===== src/hdl/reflex_output_pkg.sv =====
package reflex_output_pkg;

  // -------------------------------------------------------------------------
  // timing
  // -------------------------------------------------------------------------
  localparam int unsigned CLK_HZ = 20_000_000;
  localparam int unsigned SC_HOLD_S = 10;
  // least time, exact in whole cycles at this clock rate
  localparam int unsigned SC_HOLD_CYC = SC_HOLD_S * CLK_HZ;

  // -------------------------------------------------------------------------
  // register byte offsets
  // -------------------------------------------------------------------------
  localparam logic [7:0] OFS_CTRL = 8'h00;
  localparam logic [7:0] OFS_FUNC = 8'h04;
  localparam logic [7:0] OFS_LOWER = 8'h08;
  localparam logic [7:0] OFS_UPPER = 8'h0C;
  localparam logic [7:0] OFS_PULSE = 8'h10;
  localparam logic [7:0] OFS_SCALE = 8'h14;
  localparam logic [7:0] OFS_STATUS = 8'h18;

  // -------------------------------------------------------------------------
  // control register field positions and reset value
  // -------------------------------------------------------------------------
  localparam int CTL_REFLEX_EN = 0;
  localparam int CTL_CMD_OUT = 1;
  localparam int CTL_CMP_EN = 2;
  localparam int CTL_CMP_SUSP = 3;
  localparam int CTL_POL_NEG = 4;
  localparam int CTL_AUTORECOVER = 5;
  localparam int CTL_FB_EN = 6;
  localparam int CTL_FB_VAL = 7;
  localparam int CTL_W = 8;
  localparam logic [7:0] CTRL_RESET = 8'h40;

  // -------------------------------------------------------------------------
  // function codes
  // -------------------------------------------------------------------------
  localparam logic [3:0] FN_NONE = 4'h0;
  localparam logic [3:0] FN_LESS = 4'h1;
  localparam logic [3:0] FN_WINDOW = 4'h2;
  localparam logic [3:0] FN_GREAT = 4'h3;
  localparam logic [3:0] FN_STOPPED = 4'h4;
  localparam logic [3:0] FN_UNDER = 4'h5;
  localparam logic [3:0] FN_OVER = 4'h6;
  localparam logic [3:0] FN_P_LESS = 4'h7;
  localparam logic [3:0] FN_P_WINDOW = 4'h8;
  localparam logic [3:0] FN_P_GREAT = 4'h9;
  localparam logic [3:0] FN_SCALE = 4'hA;

  // -------------------------------------------------------------------------
  // misc constants
  // -------------------------------------------------------------------------
  localparam logic [1:0] HTRANS_NONSEQ = 2'h2;
  localparam logic [31:0] ZERO32 = 32'h0000_0000;
  localparam logic [15:0] ONE16 = 16'h0001;

  // fault supervisor states
  typedef enum logic [1:0] {
    F_OK = 2'b01,
    F_HOLD = 2'b10
  } fault_e;

  // frequency meter side of the block
  typedef struct packed {
    logic [31:0] freq;       // measured value
    logic refresh;           // one-cycle strobe, new freq valid
    logic stopped;           // no input frequency
    logic under;             // too slow
    logic over;              // too fast
    logic scale_tick;        // one-cycle strobe per scaled input pulse
  } meter_s;

endpackage : reflex_output_pkg


===== src/hdl/reflex_output_selector.sv =====
`timescale 1ns/10ps
module reflex_output_selector #(
  parameter int unsigned HOLD_CYCLES = reflex_output_pkg::SC_HOLD_CYC
) (
  input wire logic hclk,
  input wire logic hresetn,
  input wire logic hsel,
  input wire logic [31:0] haddr,
  input wire logic [1:0] htrans,
  input wire logic hwrite,
  input wire logic [2:0] hsize,
  input wire logic [31:0] hwdata,
  input wire logic hready,
  output logic hreadyout,
  output logic hresp,
  output logic [31:0] hrdata,
  input wire reflex_output_pkg::meter_s meter,
  input wire logic short_detect,
  input wire logic cpu_control,
  input wire logic module_running,
  output logic phys_out,
  output logic output_state_bit,
  output logic fault_active
);
  import reflex_output_pkg::*;

  localparam logic [31:0] HOLD_LAST = 32'(HOLD_CYCLES - 1);

  // -------------------------------------------------------------------------
  // register storage
  // -------------------------------------------------------------------------
  logic [CTL_W-1:0] ctrl;
  logic [3:0] func_code;
  logic [31:0] lower_lim;
  logic [31:0] upper_lim;
  logic [31:0] pulse_duration_param;
  logic [15:0] scale_div;
  logic wr_pend;
  logic [7:0] wr_addr;
  logic cmp_less;
  logic cmp_window;
  logic cmp_great;
  logic cond_prev;
  logic [31:0] pulse_cnt;
  logic [15:0] scale_cnt;
  logic scale_out;
  fault_e fault_state;
  fault_e next_fault_state;
  logic [31:0] hold_cnt;

  // -------------------------------------------------------------------------
  // ahb-lite decode
  // -------------------------------------------------------------------------
  // zero wait states: every transfer completes in its first data cycle
  wire addr_take = hsel && hready && (htrans == HTRANS_NONSEQ);
  wire wr_take = addr_take && hwrite;
  wire rd_take = addr_take && !hwrite;
  wire [7:0] a_ofs = haddr[7:0];
  wire a_high_zero = (haddr[31:8] == ZERO32[31:8]);

  wire reflex_en = ctrl[CTL_REFLEX_EN];
  wire cmd_out = ctrl[CTL_CMD_OUT];
  wire cmp_en = ctrl[CTL_CMP_EN];
  wire cmp_susp = ctrl[CTL_CMP_SUSP];
  wire pol_neg = ctrl[CTL_POL_NEG];
  wire autorec = ctrl[CTL_AUTORECOVER];
  wire fb_en = ctrl[CTL_FB_EN];
  wire fb_val = ctrl[CTL_FB_VAL];

  wire [31:0] status_word = {26'h000_0000, phys_out, cmp_great, cmp_window, cmp_less,
                             fault_active, output_state_bit};

  // read mux; unmapped offsets read zero
  wire [31:0] rd_word =
      !a_high_zero ? ZERO32 :
      (a_ofs == OFS_CTRL) ? {24'h00_0000, ctrl} :
      (a_ofs == OFS_FUNC) ? {28'h000_0000, func_code} :
      (a_ofs == OFS_LOWER) ? lower_lim :
      (a_ofs == OFS_UPPER) ? upper_lim :
      (a_ofs == OFS_PULSE) ? pulse_duration_param :
      (a_ofs == OFS_SCALE) ? {16'h0000, scale_div} :
      (a_ofs == OFS_STATUS) ? status_word : ZERO32;

  assign hreadyout = 1'b1;
  assign hresp = 1'b0;

  // address phase capture
  always_ff @(posedge hclk or negedge hresetn) begin
    if (!hresetn) begin
      wr_pend <= 1'b0;
      wr_addr <= 8'h00;
      hrdata <= ZERO32;
    end else begin
      wr_pend <= wr_take && a_high_zero;
      wr_addr <= a_ofs;
      hrdata <= rd_take ? rd_word : hrdata;
    end
  end

  // -------------------------------------------------------------------------
  // register writes
  // -------------------------------------------------------------------------
  // codes above the last defined one are dropped to keep the selector legal
  wire func_ok = (hwdata[3:0] <= FN_SCALE);
  always_ff @(posedge hclk or negedge hresetn) begin
    if (!hresetn) begin
      ctrl <= CTRL_RESET;
      func_code <= FN_NONE;
      lower_lim <= ZERO32;
      upper_lim <= ZERO32;
      pulse_duration_param <= ZERO32;
      scale_div <= ONE16;
    end else if (wr_pend) begin
      if (wr_addr == OFS_CTRL) ctrl <= hwdata[CTL_W-1:0];
      if (wr_addr == OFS_FUNC && func_ok) func_code <= hwdata[3:0];
      if (wr_addr == OFS_LOWER) lower_lim <= hwdata;
      if (wr_addr == OFS_UPPER) upper_lim <= hwdata;
      if (wr_addr == OFS_PULSE) pulse_duration_param <= hwdata;
      if (wr_addr == OFS_SCALE) scale_div <= hwdata[15:0];
    end
  end

  // -------------------------------------------------------------------------
  // compare function
  // -------------------------------------------------------------------------
  // a bad limit pair keeps its stored lower value but it takes no part
  wire lower_valid = (upper_lim > lower_lim);
  wire new_less = lower_valid && (meter.freq < lower_lim);
  wire new_great = (meter.freq > upper_lim);
  wire new_window = (lower_valid ? (meter.freq >= lower_lim) : 1'b1) && !new_great;

  // status forced to zero when disabled, frozen while suspended
  always_ff @(posedge hclk or negedge hresetn) begin
    if (!hresetn) begin
      cmp_less <= 1'b0;
      cmp_window <= 1'b0;
      cmp_great <= 1'b0;
    end else if (!cmp_en) begin
      cmp_less <= 1'b0;
      cmp_window <= 1'b0;
      cmp_great <= 1'b0;
    end else if (meter.refresh && !cmp_susp) begin
      cmp_less <= new_less;
      cmp_window <= new_window;
      cmp_great <= new_great;
    end
  end

  // -------------------------------------------------------------------------
  // timed pulse for codes 7 to 9
  // -------------------------------------------------------------------------
  wire pulse_cond = (func_code == FN_P_LESS) ? cmp_less :
                    (func_code == FN_P_WINDOW) ? cmp_window :
                    (func_code == FN_P_GREAT) ? cmp_great : 1'b0;
  wire pulse_start = pulse_cond && !cond_prev;
  wire [31:0] next_pulse_cnt = pulse_start ? pulse_duration_param :
                               (pulse_cnt != ZERO32) ? pulse_cnt - 32'h0000_0001 : ZERO32;
  wire pulse_active = (pulse_cnt != ZERO32);

  always_ff @(posedge hclk or negedge hresetn) begin
    if (!hresetn) begin
      cond_prev <= 1'b0;
      pulse_cnt <= ZERO32;
    end else begin
      cond_prev <= pulse_cond;
      pulse_cnt <= next_pulse_cnt;
    end
  end

  // -------------------------------------------------------------------------
  // scaling pulse divider
  // -------------------------------------------------------------------------
  // square wave toggling every scale_div ticks; a factor of one or zero gives none
  wire scale_live = (scale_div > ONE16);
  wire scale_wrap = (scale_cnt >= scale_div - ONE16);
  always_ff @(posedge hclk or negedge hresetn) begin
    if (!hresetn) begin
      scale_cnt <= 16'h0000;
      scale_out <= 1'b0;
    end else if (!scale_live) begin
      scale_cnt <= 16'h0000;
      scale_out <= 1'b0;
    end else if (meter.scale_tick) begin
      scale_cnt <= scale_wrap ? 16'h0000 : scale_cnt + ONE16;
      scale_out <= scale_wrap ? !scale_out : scale_out;
    end
  end

  // -------------------------------------------------------------------------
  // function result and logical output
  // -------------------------------------------------------------------------
  logic fn_result;
  always_comb begin
    fn_result = 1'b0;
    case (func_code)
      FN_LESS: fn_result = cmp_less;
      FN_WINDOW: fn_result = cmp_window;
      FN_GREAT: fn_result = cmp_great;
      FN_STOPPED: fn_result = meter.stopped;
      FN_UNDER: fn_result = meter.under;
      FN_OVER: fn_result = meter.over;
      FN_P_LESS, FN_P_WINDOW, FN_P_GREAT: fn_result = pulse_active;
      FN_SCALE: fn_result = scale_out;
      default: fn_result = 1'b0;
    endcase
  end

  // lost control with fallback wins; without fallback registers just keep running
  wire fb_force = !cpu_control && fb_en;
  wire next_logic = fb_force ? fb_val :
                    (reflex_en ? fn_result : cmd_out);
  // a stopped module cannot invert, so the driver stays positive
  wire neg_active = pol_neg && module_running;
  wire next_demand = next_logic ^ neg_active;
  wire fault_now = short_detect || (fault_state == F_HOLD);
  wire next_phys = next_demand && !fault_now;

  always_ff @(posedge hclk or negedge hresetn) begin
    if (!hresetn) begin
      output_state_bit <= 1'b0;
      phys_out <= 1'b0;
    end else begin
      output_state_bit <= next_logic;
      phys_out <= next_phys;
    end
  end

  // -------------------------------------------------------------------------
  // short-circuit supervisor
  // -------------------------------------------------------------------------
  // a fresh short restarts the wait, so a new event always beats the clear
  wire hold_done = (hold_cnt == HOLD_LAST);
  wire latched_clear = !short_detect && !reflex_en && !next_demand;
  wire auto_clear = !short_detect;
  wire may_clear = hold_done && (autorec ? auto_clear : latched_clear);

  always_comb begin
    next_fault_state = fault_state;
    unique case (fault_state)
      F_OK: next_fault_state = short_detect ? F_HOLD : F_OK;
      F_HOLD: next_fault_state = may_clear ? F_OK : F_HOLD;
    endcase
  end

  always_ff @(posedge hclk or negedge hresetn) begin
    if (!hresetn) begin
      fault_state <= F_OK;
      hold_cnt <= ZERO32;
      fault_active <= 1'b0;
    end else begin
      fault_state <= next_fault_state;
      hold_cnt <= (fault_state == F_OK || short_detect) ? ZERO32 :
                  hold_done ? hold_cnt : hold_cnt + 32'h0000_0001;
      fault_active <= (next_fault_state == F_HOLD);
    end
  end

  // -------------------------------------------------------------------------
  // checks
  // -------------------------------------------------------------------------
  property p_cmd_path;
    @(posedge hclk) disable iff (!hresetn)
      (cpu_control && !reflex_en) |=> (output_state_bit == $past(cmd_out));
  endproperty
  a_cmd_path: assert property (p_cmd_path) else $error("command bit not on output");

  property p_less;
    @(posedge hclk) disable iff (!hresetn)
      (cpu_control && reflex_en && func_code == FN_LESS)
        |=> (output_state_bit == $past(cmp_less));
  endproperty
  a_less: assert property (p_less) else $error("less result not on output");

  property p_window_excl;
    @(posedge hclk) disable iff (!hresetn)
      !(cmp_window && (cmp_less || cmp_great));
  endproperty
  a_window_excl: assert property (p_window_excl) else $error("window overlaps");

  property p_stopped;
    @(posedge hclk) disable iff (!hresetn)
      (cpu_control && reflex_en && func_code == FN_STOPPED)
        |=> (output_state_bit == $past(meter.stopped));
  endproperty
  a_stopped: assert property (p_stopped) else $error("stopped not on output");

  property p_short_off;
    @(posedge hclk) disable iff (!hresetn)
      short_detect |=> !phys_out ##1 !phys_out;
  endproperty
  a_short_off: assert property (p_short_off) else $error("output on during short");

  property p_hold_min;
    @(posedge hclk) disable iff (!hresetn)
      (fault_state == F_HOLD && hold_cnt != HOLD_LAST) |=> fault_active;
  endproperty
  a_hold_min: assert property (p_hold_min) else $error("fault cleared too early");

  property p_polarity;
    @(posedge hclk) disable iff (!hresetn)
      (!fault_now && $stable(pol_neg)) |=>
        (phys_out == (output_state_bit ^ $past(pol_neg && module_running)));
  endproperty
  a_polarity: assert property (p_polarity) else $error("polarity wrong");

  property p_fallback;
    @(posedge hclk) disable iff (!hresetn)
      (!cpu_control && fb_en) |=> (output_state_bit == $past(fb_val));
  endproperty
  a_fallback: assert property (p_fallback) else $error("fallback value not forced");

  property p_cmp_off;
    @(posedge hclk) disable iff (!hresetn)
      !cmp_en |=> !(cmp_less || cmp_window || cmp_great);
  endproperty
  a_cmp_off: assert property (p_cmp_off) else $error("compare not zero");

  property p_no_scale;
    @(posedge hclk) disable iff (!hresetn)
      !scale_live |=> !scale_out;
  endproperty
  a_no_scale: assert property (p_no_scale) else $error("scale pulse with factor one");

  property p_window;
    @(posedge hclk) disable iff (!hresetn)
      (cpu_control && reflex_en && func_code == FN_WINDOW)
        |=> (output_state_bit == $past(cmp_window));
  endproperty
  a_window: assert property (p_window) else $error("window result not on output");

  property p_great;
    @(posedge hclk) disable iff (!hresetn)
      (cpu_control && reflex_en && func_code == FN_GREAT)
        |=> (output_state_bit == $past(cmp_great));
  endproperty
  a_great: assert property (p_great) else $error("great result not on output");

  property p_scale_path;
    @(posedge hclk) disable iff (!hresetn)
      (cpu_control && reflex_en && func_code == FN_SCALE)
        |=> (output_state_bit == $past(scale_out));
  endproperty
  a_scale_path: assert property (p_scale_path) else $error("scale pulse not on output");

  property p_pulse_load;
    @(posedge hclk) disable iff (!hresetn)
      pulse_start |=> (pulse_cnt == $past(pulse_duration_param));
  endproperty
  a_pulse_load: assert property (p_pulse_load) else $error("pulse not started");

endmodule : reflex_output_selector


===== config.mk =====
export PLATFORM = sky130hd
export DESIGN_NAME = reflex_output_selector
export DESIGN_NICKNAME = d
export VERILOG_FILES = /design/src/hdl/reflex_output_pkg.sv /design/src/hdl/reflex_output_selector.sv
export SDC_FILE = /design/constraint.sdc
export NUM_CORES = 1
export LEC_CHECK = 0
export BUFFER_PORTS_ARGS = -buffer_cell sky130_fd_sc_hd__buf_2
export CORE_MARGIN = 2
export CORE_UTILIZATION = 50
export DETAILED_ROUTE_END_ITERATION = 7
export PLACE_DENSITY = 0.73
export SLEW_MARGIN = 20
export SYNTH_ARGS = -nofsm -noshare
export SYNTH_HDL_FRONTEND = slang
export SYNTH_SLANG_ARGS = --single-unit

===== constraint.sdc =====
create_clock -name hclk -period 3.35 [get_ports hclk]
set_clock_uncertainty 0.15 [all_clocks]
set_input_delay 0.335 -clock hclk [delete_from_list [all_inputs] [get_ports hclk]]
set_output_delay 0.335 -clock hclk [all_outputs]
set_load 0.01 [all_outputs]

; Word level (Yosys, flattened, before mapping)
; Cells that the tools add are included.
[totals]
wordCells = 138
out_inout_bits = 37
in_bits = 114
register_bits = 255
[classes]
magnitude_cmp = 7
n_reduce_logical = 40
add_sub_neg = 4
bitwise = 1
eq_ne = 30
n_mux = 35
[op_table]
columns = op, count
row1 = two-way mux 32 bit, 10
row2 = > comparator 32 bit, 2
row3 = two-way mux 16 bit, 4
row4 = "equality test 8 x 5 -> 1 bit, second input constant", 5
row5 = "adder 32 x 1 -> 32 bit, second input constant", 1
row6 = "equality test 32 x 28 -> 1 bit, second input constant", 1
row7 = "equality test 8 x 4 -> 1 bit, second input constant", 4
row8 = greater-or-equal comparator 32 bit, 1
row9 = less-than comparator 32 bit, 1
row10 = nonzero test 32 bit, 1
row11 = "subtractor 32 x 1 -> 32 bit, second input constant", 1
row12 = logical NOT 24 bit, 1
row13 = "adder 16 x 1 -> 16 bit, second input constant", 1
row14 = "equality test 4 x 3 -> 1 bit, second input constant", 4
row15 = "equality test 8 x 3 -> 1 bit, second input constant", 2
row16 = greater-or-equal comparator 16 bit, 1
row17 = "> comparator 16 x 1 -> 1 bit, second input constant", 1
row18 = logical AND 1 bit, 16
row19 = logical NOT 8 bit, 2
row20 = two-way mux 1 bit, 16
row21 = "subtractor 16 x 1 -> 16 bit, second input constant", 1
row22 = AND reduction 2 bit, 7
row23 = "equality test 4 bit, second input constant", 3
row24 = logical NOT 1 bit, 10
row25 = 14 further kinds, 21

; Logic depth before layout (Yosys ltp)
; Gate-level depths: netlist of run 1.
[logic_depth]
word_depth = 13
mapped_depth = 14
ltp_nobuf = 13

; Worst setup path after synthesis of run 1
; No wires, ideal clock.
[synth_path]
path_type = register to register
start = register scale_div[7]
end = register scale_cnt[6]
path_stages_with_launch = 14
arrival_time_ns = 3.222
slack_ns = -0.105
synth_period_minus_slack_ns = 3.455
t_required_ns = 3.117
path_buffers = 1
setup_time_ns = 0.083
path_cell_list = dfrtp_1 or4_1 or3_1 nor3_1 xnor2_1 ha_1 a21o_1 a21o_1 a21oi_1 o21ai_0 a21oi_1 clkbuf_1 a31oi_1 o22ai_1
[synth_via]
elab_chain_cells = 5
elab_cells_between_ends = 7
classes_between = add/sub (1) / order compare (2) / eq/ne (1) / mux (3)
[synth_lines]
columns = element, line_no
row1 = start: declaration, reflex_output_selector.sv:37  ; logic [15:0] scale_div;
row2 = start signal: assignment, reflex_output_selector.sv:119  ; if (wr_addr == OFS_SCALE) scale_div <= hwdata[15:0];
row3 = subtractor 16 x 1 -> 16 bit, reflex_output_selector.sv:175  ; wire scale_wrap = (scale_cnt >= scale_div - ONE16);
row4 = greater-or-equal comparator 16 bit, reflex_output_selector.sv:175
row5 = two-way mux 16 bit, reflex_output_selector.sv:184  ; scale_cnt <= scale_wrap ? 16'h0000 : scale_cnt + ONE16;
row6 = two-way mux 16 bit, reflex_output_selector.sv:183  ; end else if (meter.scale_tick) begin
row7 = two-way mux 16 bit, reflex_output_selector.sv:180  ; end else if (!scale_live) begin
row8 = end signal: assignment, reflex_output_selector.sv:184
row9 = end: declaration, reflex_output_selector.sv:45  ; logic [15:0] scale_cnt;
; Parallel ways exist; a longest one is shown, timed or not. The select of a mux whose other input is x is not followed.
; A chain may end at the register's enable or synchronous reset.

; Worst setup path after layout of run 1
[layout_path]
start = register scale_div[9]
end = register scale_cnt[4]
; Same word-level chain as after synthesis.

==> run_results.csv, run 1 <==
group,metric,value,unit
status,run_status,"finished, final reports clean",
yosys,count_of_flip_flops_with_a_built_in_enable_after_synthesis,0,
yosys,syn-num-nets,1674,
detailed_routing,drt_iter0_markers,1078,
finish,final_util,60.7,%
power_and_ir_drop,clock_share_of_power,43.8,%
floorplanning,die_area,0.0304,mm^2
floorplanning,die_h,174,um
detailed_routing,route.detailed.wl_per_inst,19.3,um
finish,n_antenna_cell,0,
job,maxCapViolCount,0,
yosys,synth.area.top_cells,"dfrtp_1 (43%), ha_1 (10%), mux2_2 (9.6%), nand2_1 (3.7%), o21ai_0 (3.4%)",
clocking,cts-htree-levels,1,
clocking,clk_latency,560,ps
finish,final_design_area_no_fill,0.0174,mm^2
place,dp_hpwl,28.9,mm
clocking,buffers_from_clock_root_to_sink_at_most,3,
yosys,post-synth-top-area-cell,"dfrtp_1",
yosys,synth-async-reset-ratio,100,%
grt,grt_overflow,0,
yosys,syn_area,0.0145,mm^2
detailed_routing,drt_first_pass_iters,6,
power_and_ir_drop,power.ir.vdd_worst,0.368,mV
yosys,synth_top_area_share,43.3,%
place,buffer_ports.inserted,145,
detailed_routing,ant_nets,0,
sta,postLayoutSetupSlackWorst,39.3,ps
floorplanning,die_width,174,um
yosys,syn_inst,1442,
setup_path,cp_slowest_cell,"or4_4",
setup_path,worstPathMaxFanout,5,
yosys,seq_area_frac_synth,43.9,%
setup_path,crit_path_max_incr_delay,530,ps
grt,via_count_of_the_first_global_routing_pass,12270,
yosys,synth.ff_latch_count,254,
floorplanning,io_pins,151,
grt,grt_antenna_before_repair,1,
sta,timing_max_transition_violations_final,0,
floorplanning,initial_utilization,50.6,%
finish,area_growth_syn_to_layout,19.8,%
place,placed_area,0.0159,mm^2
setup_path,arrival,3650,ps
grt,global_route.usage.total,26.2,%
clocking,cts_sinks,254,
floorplanning,core-area,0.0286,mm^2
sta,rsz0062_at_grt,"true",
setup_path,cp.required,3680,ps
place,worst_slack_after_detailed_placement,-20.1,ps
grt,grt_first_pass_wirelength,64.0,mm
finish,layoutNonFillerInstCount,2062,
clocking,clk_pin_slew_worst_paths,60,ps
setup_path,critical_path.n_buffers_inverters,1,
power_and_ir_drop,internal-power,5410,uW
grt,maximum_number_of_pins_on_one_net_before_global_route_repair,89,
power_and_ir_drop,power_switching,1870,uW
worst_hold_path,hold_path.class,"in -> reg",
sta,max_clock_freq,0.302,GHz
setup_path,path_cells,"or4_4, or3_4, nor3_4, xnor2_1, ha_1, a21o_1, a21o_1, a21oi_1, o21ai_1, a21oi_4, buf_12, nand3_4, o22ai_1",
clocking,root_buffer,"clkbuf_16",
sta,timing.slew.headroom,32.9,%
sta,worst_slew_pin_slew,1010,ps
yosys,yosys_warnings,0,
sta,final-hold-violation-count,0,
finish,final_layout_size_suffix_gt1_share,22.8,%
sta,timing.hold.ws,17.0,ps
yosys,yosys.cell_types.count,65,
setup_path,startpoint_type,"flop",
yosys,synth_flop_cell,"dfrtp_1",
setup_path,cpMostUsedCell,"a21o_1",
finish,most-common-layout-cells,"dfrtp_1 (251), buf_2 (145), nand2_1 (142)",
detailed_routing,route.detailed.drc,0,
setup_path,r2r_slack,40,ps
power_and_ir_drop,power.sequential.fraction,45.1,%
finish,nets,1887,
sta,timing.final.crit_share,98.8,%
detailed_routing,routed_wirelength,39.9,mm
place,placed_cells,1961,
sta,period_minus_slack,3310,ps
power_and_ir_drop,comb_power_share,11.1,%
setup_path,end_kind,"flop",
yosys,post_synth.cell_area_avg,10.1,um^2
detailed_routing,drt_via_density,5.88,
detailed_routing,vias,12122,
power_and_ir_drop,sw_frac_of_total,25.7,%
clocking,numCtsBuffers,29,
clocking,cts_tree,"done",
floorplanning,core.rowCount,62,
setup_path,critPathTopFamily,"simple AND/OR/NAND/NOR gates",
power_and_ir_drop,power_leakage,0.00831,uW
place,gp_congestion,0.933,
setup_path,timing_worst_setup_path_type,"reg -> reg",
power_and_ir_drop,power_per_cell_area,419,mW/mm^2
sta,report.final.setup_viol,0,
finish,final_common_cell,"dfrtp_1",
-- cell usage after synthesis, drive strengths merged (18+ instances only) --
cell type  count
nor3          25
inv           86
xnor2         35
xor2          33
nand4         34
ha           118
nor2          85
a21oi         57
mux2         124
nor4          30
clkbuf        39
dfrtp        251
o21ai        100
nand3         38
nand2        143
or3           18
-- cell families after synthesis --
kind of cell               Yosys count  share of synthesized area [%]
and+or+nand+nor                    451                           15.7
AOI/OAI and AO/OA                  284                           12.4
DFF                                254                           43.9
buffers and inverters              133                           3.51
muxes                              132                           10.2
adders and majority gates          118                           10.2
xor gates and xnor gates            68                           4.11
other                                2                         0.0518
-- sequential cells by signal, indices dropped and copies added, names as in the netlist, 4 cells and up --
name,cells
hold_cnt,32
scale_div,16
pulse_cnt,32
wr_addr,8
hrdata,32
ctrl,8
pulse_duration_param,32
func_code,4
lower_lim,32
upper_lim,32
scale_cnt,16
-- final timing paths --
path	startpoint	endpoint	depth (start not counted)
worst min register to register	hrdata[6]$_DFFE_PN0P_	hrdata[6]$_DFFE_PN0P_	1
worst max register to register	scale_div[9]$_DFFE_PN0P_	scale_cnt[4]$_DFFE_PN0P_	13
worst max-delay path	scale_div[9]$_DFFE_PN0P_	scale_cnt[4]$_DFFE_PN0P_	13
max in group asynchronous	hresetn	hrdata[15]$_DFFE_PN0P_	3
min in group asynchronous	hresetn	hrdata[14]$_DFFE_PN0P_	2
worst min-delay path	hwdata[3]	func_code[3]$_DFFE_PN0P_	2
-- layer usage --
metal  share of wire [%]  track usage (%)  up-vias  routed length, um
li1                    -                -     5660                  -
met3                 6.8             4.11      104               2710
met1                  44             35.7     5923              17400
met2                  46             42.8      433              18400
met4                 3.3             8.58        2               1340
met5               0.028                0        -                 11
-- power by group through the flow --
stage	Clock (uW)	Sequential [uW]	Combinational, uW
5_1_grt	3350	3290	910
2_1_floorplan	0	3300	431
3_3_place_gp	0	3330	705
3_5_place_dp	0	3330	739
4_1_cts	3220	3280	784
6_report	3190	3280	809
-- timing repair --
item | in CTS | in global routing
endpoints found under the hold margin | 204 | 0
pin swaps | 0 | 13
cloned | 0 | 1
hold buffers | 43 | 0
setup buffers | 0 | 3
endpoints found under the setup margin | 3 | 17
resized for setup | 1 | 20
-- per-stage QoR --
step	power [uW]	setup TNS (ps)
6_report	7280	0
3_3_place_gp	4030	0
5_1_grt	7560	-654
3_5_place_dp	4070	-20.1
4_1_cts	7290	-73.5
2_1_floorplan	3730	0
-- area by class of cell --
| type | count | area [um^2] |
|---|---|---|
| Clock buffer | 42 | 835 |
| Clock inverter | 12 | 119 |
| Fill cell | 2371 | 11300 |
| Inverter | 86 | 323 |
| Multi-Input combinational cell | 1055 | 7740 |
| Sequential cell | 254 | 6360 |
| Tap cell | 384 | 480 |
| Timing Repair Buffer | 229 | 1510 |
(Power assumes the default switching activity.)
==> inputs of run 2 (changes only) <==
Settings changed: RECOVER_POWER set to 100.
==> run_results.csv, run 2 (synthesis results as in run 1) <==
group,metric,value,unit
status,run_status,"finished, violations left",
status,violations_in_the_final_reports,"max-capacitance violations, max-slew violations",
setup_path,arrival,3650,ps
finish,area_growth_syn_to_layout,18.8,%
worst_hold_path,hold_path.startpoint,"hwdata[3]",
setup_path,r2r-start,"scale_div[9]$_DFFE_PN0P_",
detailed_routing,routed_wirelength,39.9,mm
sta,setup_tns,0,ps
job,maxCapViolCount,2,
sta,postLayoutSetupSlackWorst,39.4,ps
floorplanning,die_area,0.0304,mm^2
sta,timing.final.crit_share,98.8,%
clocking,cts-htree-levels,1,
sta,timing.slew.headroom,-56.6,%
finish,final_layout_size_suffix_gt1_share,19.1,%
clocking,clk_pin_slew_worst_paths,60,ps
finish,most-common-layout-cells,"dfrtp_1 (251), nand2_1 (142), mux2_2 (120)",
floorplanning,die_h,174,um
setup_path,startpoint_type,"flop",
setup_path,rr_endpoint,"scale_cnt[4]$_DFFE_PN0P_",
clocking,clk_latency,560,ps
grt,grt_antenna_before_repair,1,
finish,nets,1887,
clocking,cts_sinks,254,
grt,grt_first_pass_wirelength,64.0,mm
worst_hold_path,whs_endpoint,"func_code[3]$_DFFE_PN0P_",
detailed_routing,vias,12152,
sta,final-hold-violation-count,0,
power_and_ir_drop,power_total,7270,uW
setup_path,r2r_slack,40,ps
grt,maximum_number_of_pins_on_one_net_before_global_route_repair,89,
setup_path,r2r_cells,13,
detailed_routing,drt_via_density,5.89,
floorplanning,core.rowCount,62,
power_and_ir_drop,power_leakage,0.00809,uW
floorplanning,io_pins,151,
setup_path,cp.required,3690,ps
finish,final_common_cell,"dfrtp_1",
clocking,cts_tree,"done",
sta,max_clock_freq,0.302,GHz
clocking,root_buffer,"clkbuf_16",
detailed_routing,drt_first_pass_iters,5,
setup_path,timing_worst_setup_path_type,"reg -> reg",
worst_hold_path,whs_path_depth,2,
power_and_ir_drop,power_per_cell_area,422,mW/mm^2
place,worst_slack_after_detailed_placement,-20.1,ps
power_and_ir_drop,power.ir.vdd_worst,0.369,mV
setup_path,end_kind,"flop",
clocking,buffers_from_clock_root_to_sink_at_most,3,
grt,via_count_of_the_first_global_routing_pass,12270,
finish,n_antenna_cell,0,
detailed_routing,ant_nets,0,
setup_path,worstPathMaxFanout,5,
sta,timing_max_transition_violations_final,98,
finish,fillerInstances,2408,
sta,worst_slew_pin_slew,2350,ps
grt,grt_overflow,0,
floorplanning,die_width,174,um
detailed_routing,route.detailed.drc,0,
sta,report.final.setup_viol,0,
worst_hold_path,hold_path.class,"in -> reg",
place,gp_congestion,0.933,
floorplanning,core-area,0.0286,mm^2
floorplanning,initial_utilization,50.6,%
finish,final_util,60.1,%
clocking,numCtsBuffers,29,
grt,global_route.usage.total,26.2,%
detailed_routing,route.detailed.wl_per_inst,19.4,um
sta,rsz0062_at_grt,"true",
sta,period_minus_slack,3310,ps
place,buffer_ports.inserted,145,
place,dp_hpwl,28.9,mm
detailed_routing,drt_iter0_markers,992,
run 2: cell type report:
class / count / area (um^2) / share of cell area [%]
multi-input cells: 1055 / 7710 / 44.8
flip-flops and latches: 254 / 6360 / 36.9
repair buffers: 229 / 1390 / 8.07
clock buffers: 42 / 835 / 4.85
well taps: 384 / 480 / 2.79
inverters: 86 / 323 / 1.87
clock inverters: 12 / 119 / 0.690
run 2: layer usage:
layer	global-route usage, %	up-vias	share of wire, %
li1	-	5661	-
met1	35.7	5914	44
met2	42.8	482	46
met3	4.11	93	7.1
met4	8.58	2	3.0
met5	0	-	0.028
run 2: worst max path at each step:
| stage | slack (ps) | depth (start not counted) | end | from |
|---|---|---|---|---|
| 2_1_floorplan | 70 | 13 | scale_cnt[6]$_DFFE_PN0P_ | scale_div[7]$_DFFE_PN0P_ |
| 3_3_place_gp | 40 | 12 | scale_cnt[10]$_DFFE_PN0P_ | scale_div[9]$_DFFE_PN0P_ |
| 3_5_place_dp | -20 | 12 | scale_cnt[8]$_DFFE_PN0P_ | scale_div[9]$_DFFE_PN0P_ |
| 4_1_cts | -20 | 12 | scale_cnt[4]$_DFFE_PN0P_ | scale_div[9]$_DFFE_PN0P_ |
| 5_1_grt | -80 | 13 | scale_cnt[8]$_DFFE_PN0P_ | scale_div[9]$_DFFE_PN0P_ |
| 6_report | 40 | 13 | scale_cnt[4]$_DFFE_PN0P_ | scale_div[9]$_DFFE_PN0P_ |
run 2: where the power goes:
part | leakage [uW] | switching [uW] | internal, uW
registers | 0.00329 | 111 | 3170
logic | 0.00433 | 450 | 353
clock network | 0.000469 | 1310 | 1880
total | 0.00809 | 1870 | 5400
run 2: through the flow:
step                      area [um^2]  instances  hold WS, ps
after floorplan                 14500       1442         -111
after CTS                       17200       2058         8.09
final                           17200       2062         28.4
after detailed placement        15900       1961          253
after global routing            17200       2062         12.1
after global placement          15900       1961          246
run 2: what timing repair did:
| action | in CTS | in global routing |
|---|---|---|
| resized for setup | 1 | 20 |
| pin swaps | 0 | 13 |
| setup endpoints to repair | 3 | 17 |
| cloned | 0 | 1 |
| hold buffers | 43 | 0 |
| setup buffers | 0 | 3 |
| endpoints found under the hold margin | 204 | 0 |
run 2: critical path, cell delays in order, from the launching register on:
cell and delay, ps:
dfrtp_1 370, or4_4 530, or3_4 360, nor3_4 120, xnor2_1 90, ha_1 310
a21o_1 180, a21o_1 170, a21oi_1 140, o21ai_1 120, a21oi_4 220, buf_12 150
nand3_4 90, o22ai_1 210
==> inputs of run 3 (changes only) <==
Settings changed: ABC_AREA set to 1.
==> run_results.csv, run 3 <==
group,metric,value,unit
job,maxCapViolCount,1,
setup_path,end_kind,"flop",
grt,grt_antenna_before_repair,2,
clocking,clk_latency,570,ps
setup_path,startpoint_type,"flop",
clocking,numCtsBuffers,29,
sta,timing_max_transition_violations_final,84,
yosys,synth.ff_latch_count,254,
detailed_routing,route.detailed.drc,0,
yosys,yosys_warnings,0,
finish,final_util,59.2,%
floorplanning,io_pins,151,
sta,max_clock_freq,0.314,GHz
sta,final-hold-violation-count,0,
floorplanning,die_area,0.0316,mm^2
setup_path,cp.required,3640,ps
setup_path,timing_worst_setup_path_type,"reg -> reg",
status,run_status,"finished, violations left",
grt,via_count_of_the_first_global_routing_pass,13304,
detailed_routing,route.detailed.wl_per_inst,17.2,um
yosys,post_synth.cell_area_avg,8.01,um^2
sta,report.final.setup_viol,0,
setup_path,arrival,3470,ps
yosys,yosys.cell_types.count,58,
clocking,cts_tree,"done",
clocking,buffers_from_clock_root_to_sink_at_most,3,
setup_path,path_cells,"inv_2, nand3_4, nor3_4, nand2_2, inv_2, nand4_4, nor3_2, nand3_1, xor2_1, inv_1, ha_4, nand2_1, inv_1, nand3_2, nor3_2, nand3_1, nand3_1, inv_1, nand2_1, nand2_1, inv_2, buf_12, nor2_1",
grt,maximum_number_of_pins_on_one_net_before_global_route_repair,86,
grt,grt_overflow,0,
grt,grt_first_pass_wirelength,68.1,mm
sta,timing.final.crit_share,94.9,%
floorplanning,die_width,178,um
yosys,count_of_flip_flops_with_a_built_in_enable_after_synthesis,0,
grt,global_route.usage.total,27.3,%
finish,final_common_cell,"nand2_1",
yosys,synth-async-reset-ratio,100,%
place,dp_hpwl,31.7,mm
yosys,post-synth-top-count-cell,"nand2_1",
yosys,synth_top_area_share,41.7,%
yosys,synth.area.top_cells,"dfrtp_1 (42%), nand2_1 (10%), ha_1 (9.8%), inv_1 (6.1%), o21ai_0 (4.7%)",
detailed_routing,routed_wirelength,42.7,mm
sta,worst_slew_pin_slew,2270,ps
detailed_routing,vias,13621,
yosys,seq_area_frac_synth,42.2,%
finish,area_growth_syn_to_layout,16.3,%
yosys,syn_area,0.0151,mm^2
power_and_ir_drop,power_leakage,0.0101,uW
detailed_routing,drt_via_density,5.49,
sta,timing.slew.headroom,-51.0,%
detailed_routing,ant_nets,0,
yosys,syn_inst,1881,
worst_hold_path,hold_path.class,"in -> reg",
detailed_routing,drt_iter0_markers,1038,
setup_path,cp_slowest_cell,"dfrtp_1",
power_and_ir_drop,power_total,6950,uW
clocking,cts_sinks,254,
place,gp_congestion,0.906,
finish,nets,2299,
clocking,root_buffer,"clkbuf_16",
detailed_routing,drt_first_pass_iters,6,
yosys,syn-num-nets,2113,
place,buffer_ports.inserted,145,
sta,period_minus_slack,3180,ps
yosys,synth.top_cells.by_count,"nand2_1 (404), dfrtp_1 (251), inv_1 (243)",
floorplanning,core-area,0.0296,mm^2
floorplanning,core.rowCount,63,
power_and_ir_drop,power.ir.vdd_worst,0.335,mV
finish,final_layout_size_suffix_gt1_share,11.7,%
setup_path,crit_path_max_incr_delay,390,ps
status,violations_in_the_final_reports,"max-capacitance violations, max-slew violations",
yosys,post-synth-top-area-cell,"dfrtp_1",
sta,setup_tns,0,ps
yosys,synth_flop_cell,"dfrtp_1",
clocking,clk_pin_slew_worst_paths,60,ps
floorplanning,die_h,178,um
floorplanning,initial_utilization,50.9,%
clocking,cts-htree-levels,1,
setup_path,worstPathMaxFanout,13,
finish,most-common-layout-cells,"nand2_1 (406), dfrtp_1 (251), inv_1 (242)",
power_and_ir_drop,power_per_cell_area,396,mW/mm^2
-- run 3: changes by cell type in the layout (fill, tap and decap cells not counted), sizes merged, moves of 16 or more --
cell,delta
mux2,-124
nand2,+272
a21oi,+52
o221ai,+18
nor2,+69
or3,-17
xnor2,-23
o21ai,+113
a21o,-16
inv,+174
nor4,-19
o22ai,+33
nand3,+39
-- run 3: path summary, 6_finish.rpt --
kind | start | slack, ps | cells past startpoint | endpoint
worst max-delay path | scale_div[1]$_DFFE_PN0P_ | 170 | 23 | scale_cnt[11]$_DFFE_PN0P_
worst min register to register | hrdata[12]$_DFFE_PN0P_ | 330 | 2 | hrdata[12]$_DFFE_PN0P_
max in group asynchronous | hresetn | 500 | 3 | pulse_cnt[8]$_DFF_PN0_
min in group asynchronous | hresetn | 800 | 2 | func_code[3]$_DFFE_PN0P_
worst max register to register | scale_div[1]$_DFFE_PN0P_ | 170 | 23 | scale_cnt[11]$_DFFE_PN0P_
worst min-delay path | hready | 20 | 4 | wr_pend$_DFF_PN0_
-- run 3: layer usage --
| layer | track usage, % | share of wire, % |
|---|---|---|
| met1 | 36.4 | 43 |
| met2 | 46.1 | 48 |
| met3 | 3.30 | 6.1 |
| met4 | 9.53 | 3.3 |
| met5 | 0 | 0 |
-- run 3: repair_timing --
item / in CTS / in global routing
setup endpoints to repair: 1 / 16
gates resized for setup: 2 / 14
hold buffers: 38 / 0
pin swaps: 1 / 8
buffers inserted: 1 / 3
hold endpoints to repair: 166 / 0
cloned: 0 / 0
-- run 3: worst max-delay path, delay by kind of cell, from the launching register on --
family                   cells  cell delay, ps
flip-flops                   1             390
adder cells (fa/ha/maj)      1             270
XOR/XNOR                     1             150
buffers and inverters        7             610
AND/OR/NAND/NOR             14            1480
-- run 3: cell families after synthesis --
logic type,Yosys count,synth area share (%)
other cells,2,0.0498
flops,254,42.2
simple gates,727,21.6
fa+ha+maj,118,9.79
buf+inv,316,8.17
xor+xnor,50,2.90
compound gates,414,15.3
-- run 3: area by class of cell --
type / count / area, um^2
multi-input combinational: 1311 / 7480
fill: 2700 / 12100
clock inverter: 11 / 113
clock buffer: 42 / 855
inverter: 267 / 1010
antenna: 2 / 5.00
sequential: 254 / 6360
timing repair buffer: 204 / 1230
tap: 390 / 488
-- run 3: per-stage QoR --
stage | cells | setup slack [ps] | area [um^2] | hold WS (ps)
finish | 2481 | 170 | 17500 | 23.4
global route | 2481 | -35.0 | 17500 | 16.2
CTS | 2476 | 19.4 | 17600 | 2.95
detailed placement | 2384 | -8.13 | 16200 | 232
global placement | 2384 | 123 | 16200 | 235
floorplan | 1881 | 306 | 15100 | -111
-- run 3: power breakdown --
part / leakage, uW / switching [uW] / internal (uW)
Sequential: 0.00286 / 80.8 / 3130
Clock: 0.000486 / 1300 / 1920
Combinational: 0.00673 / 329 / 199
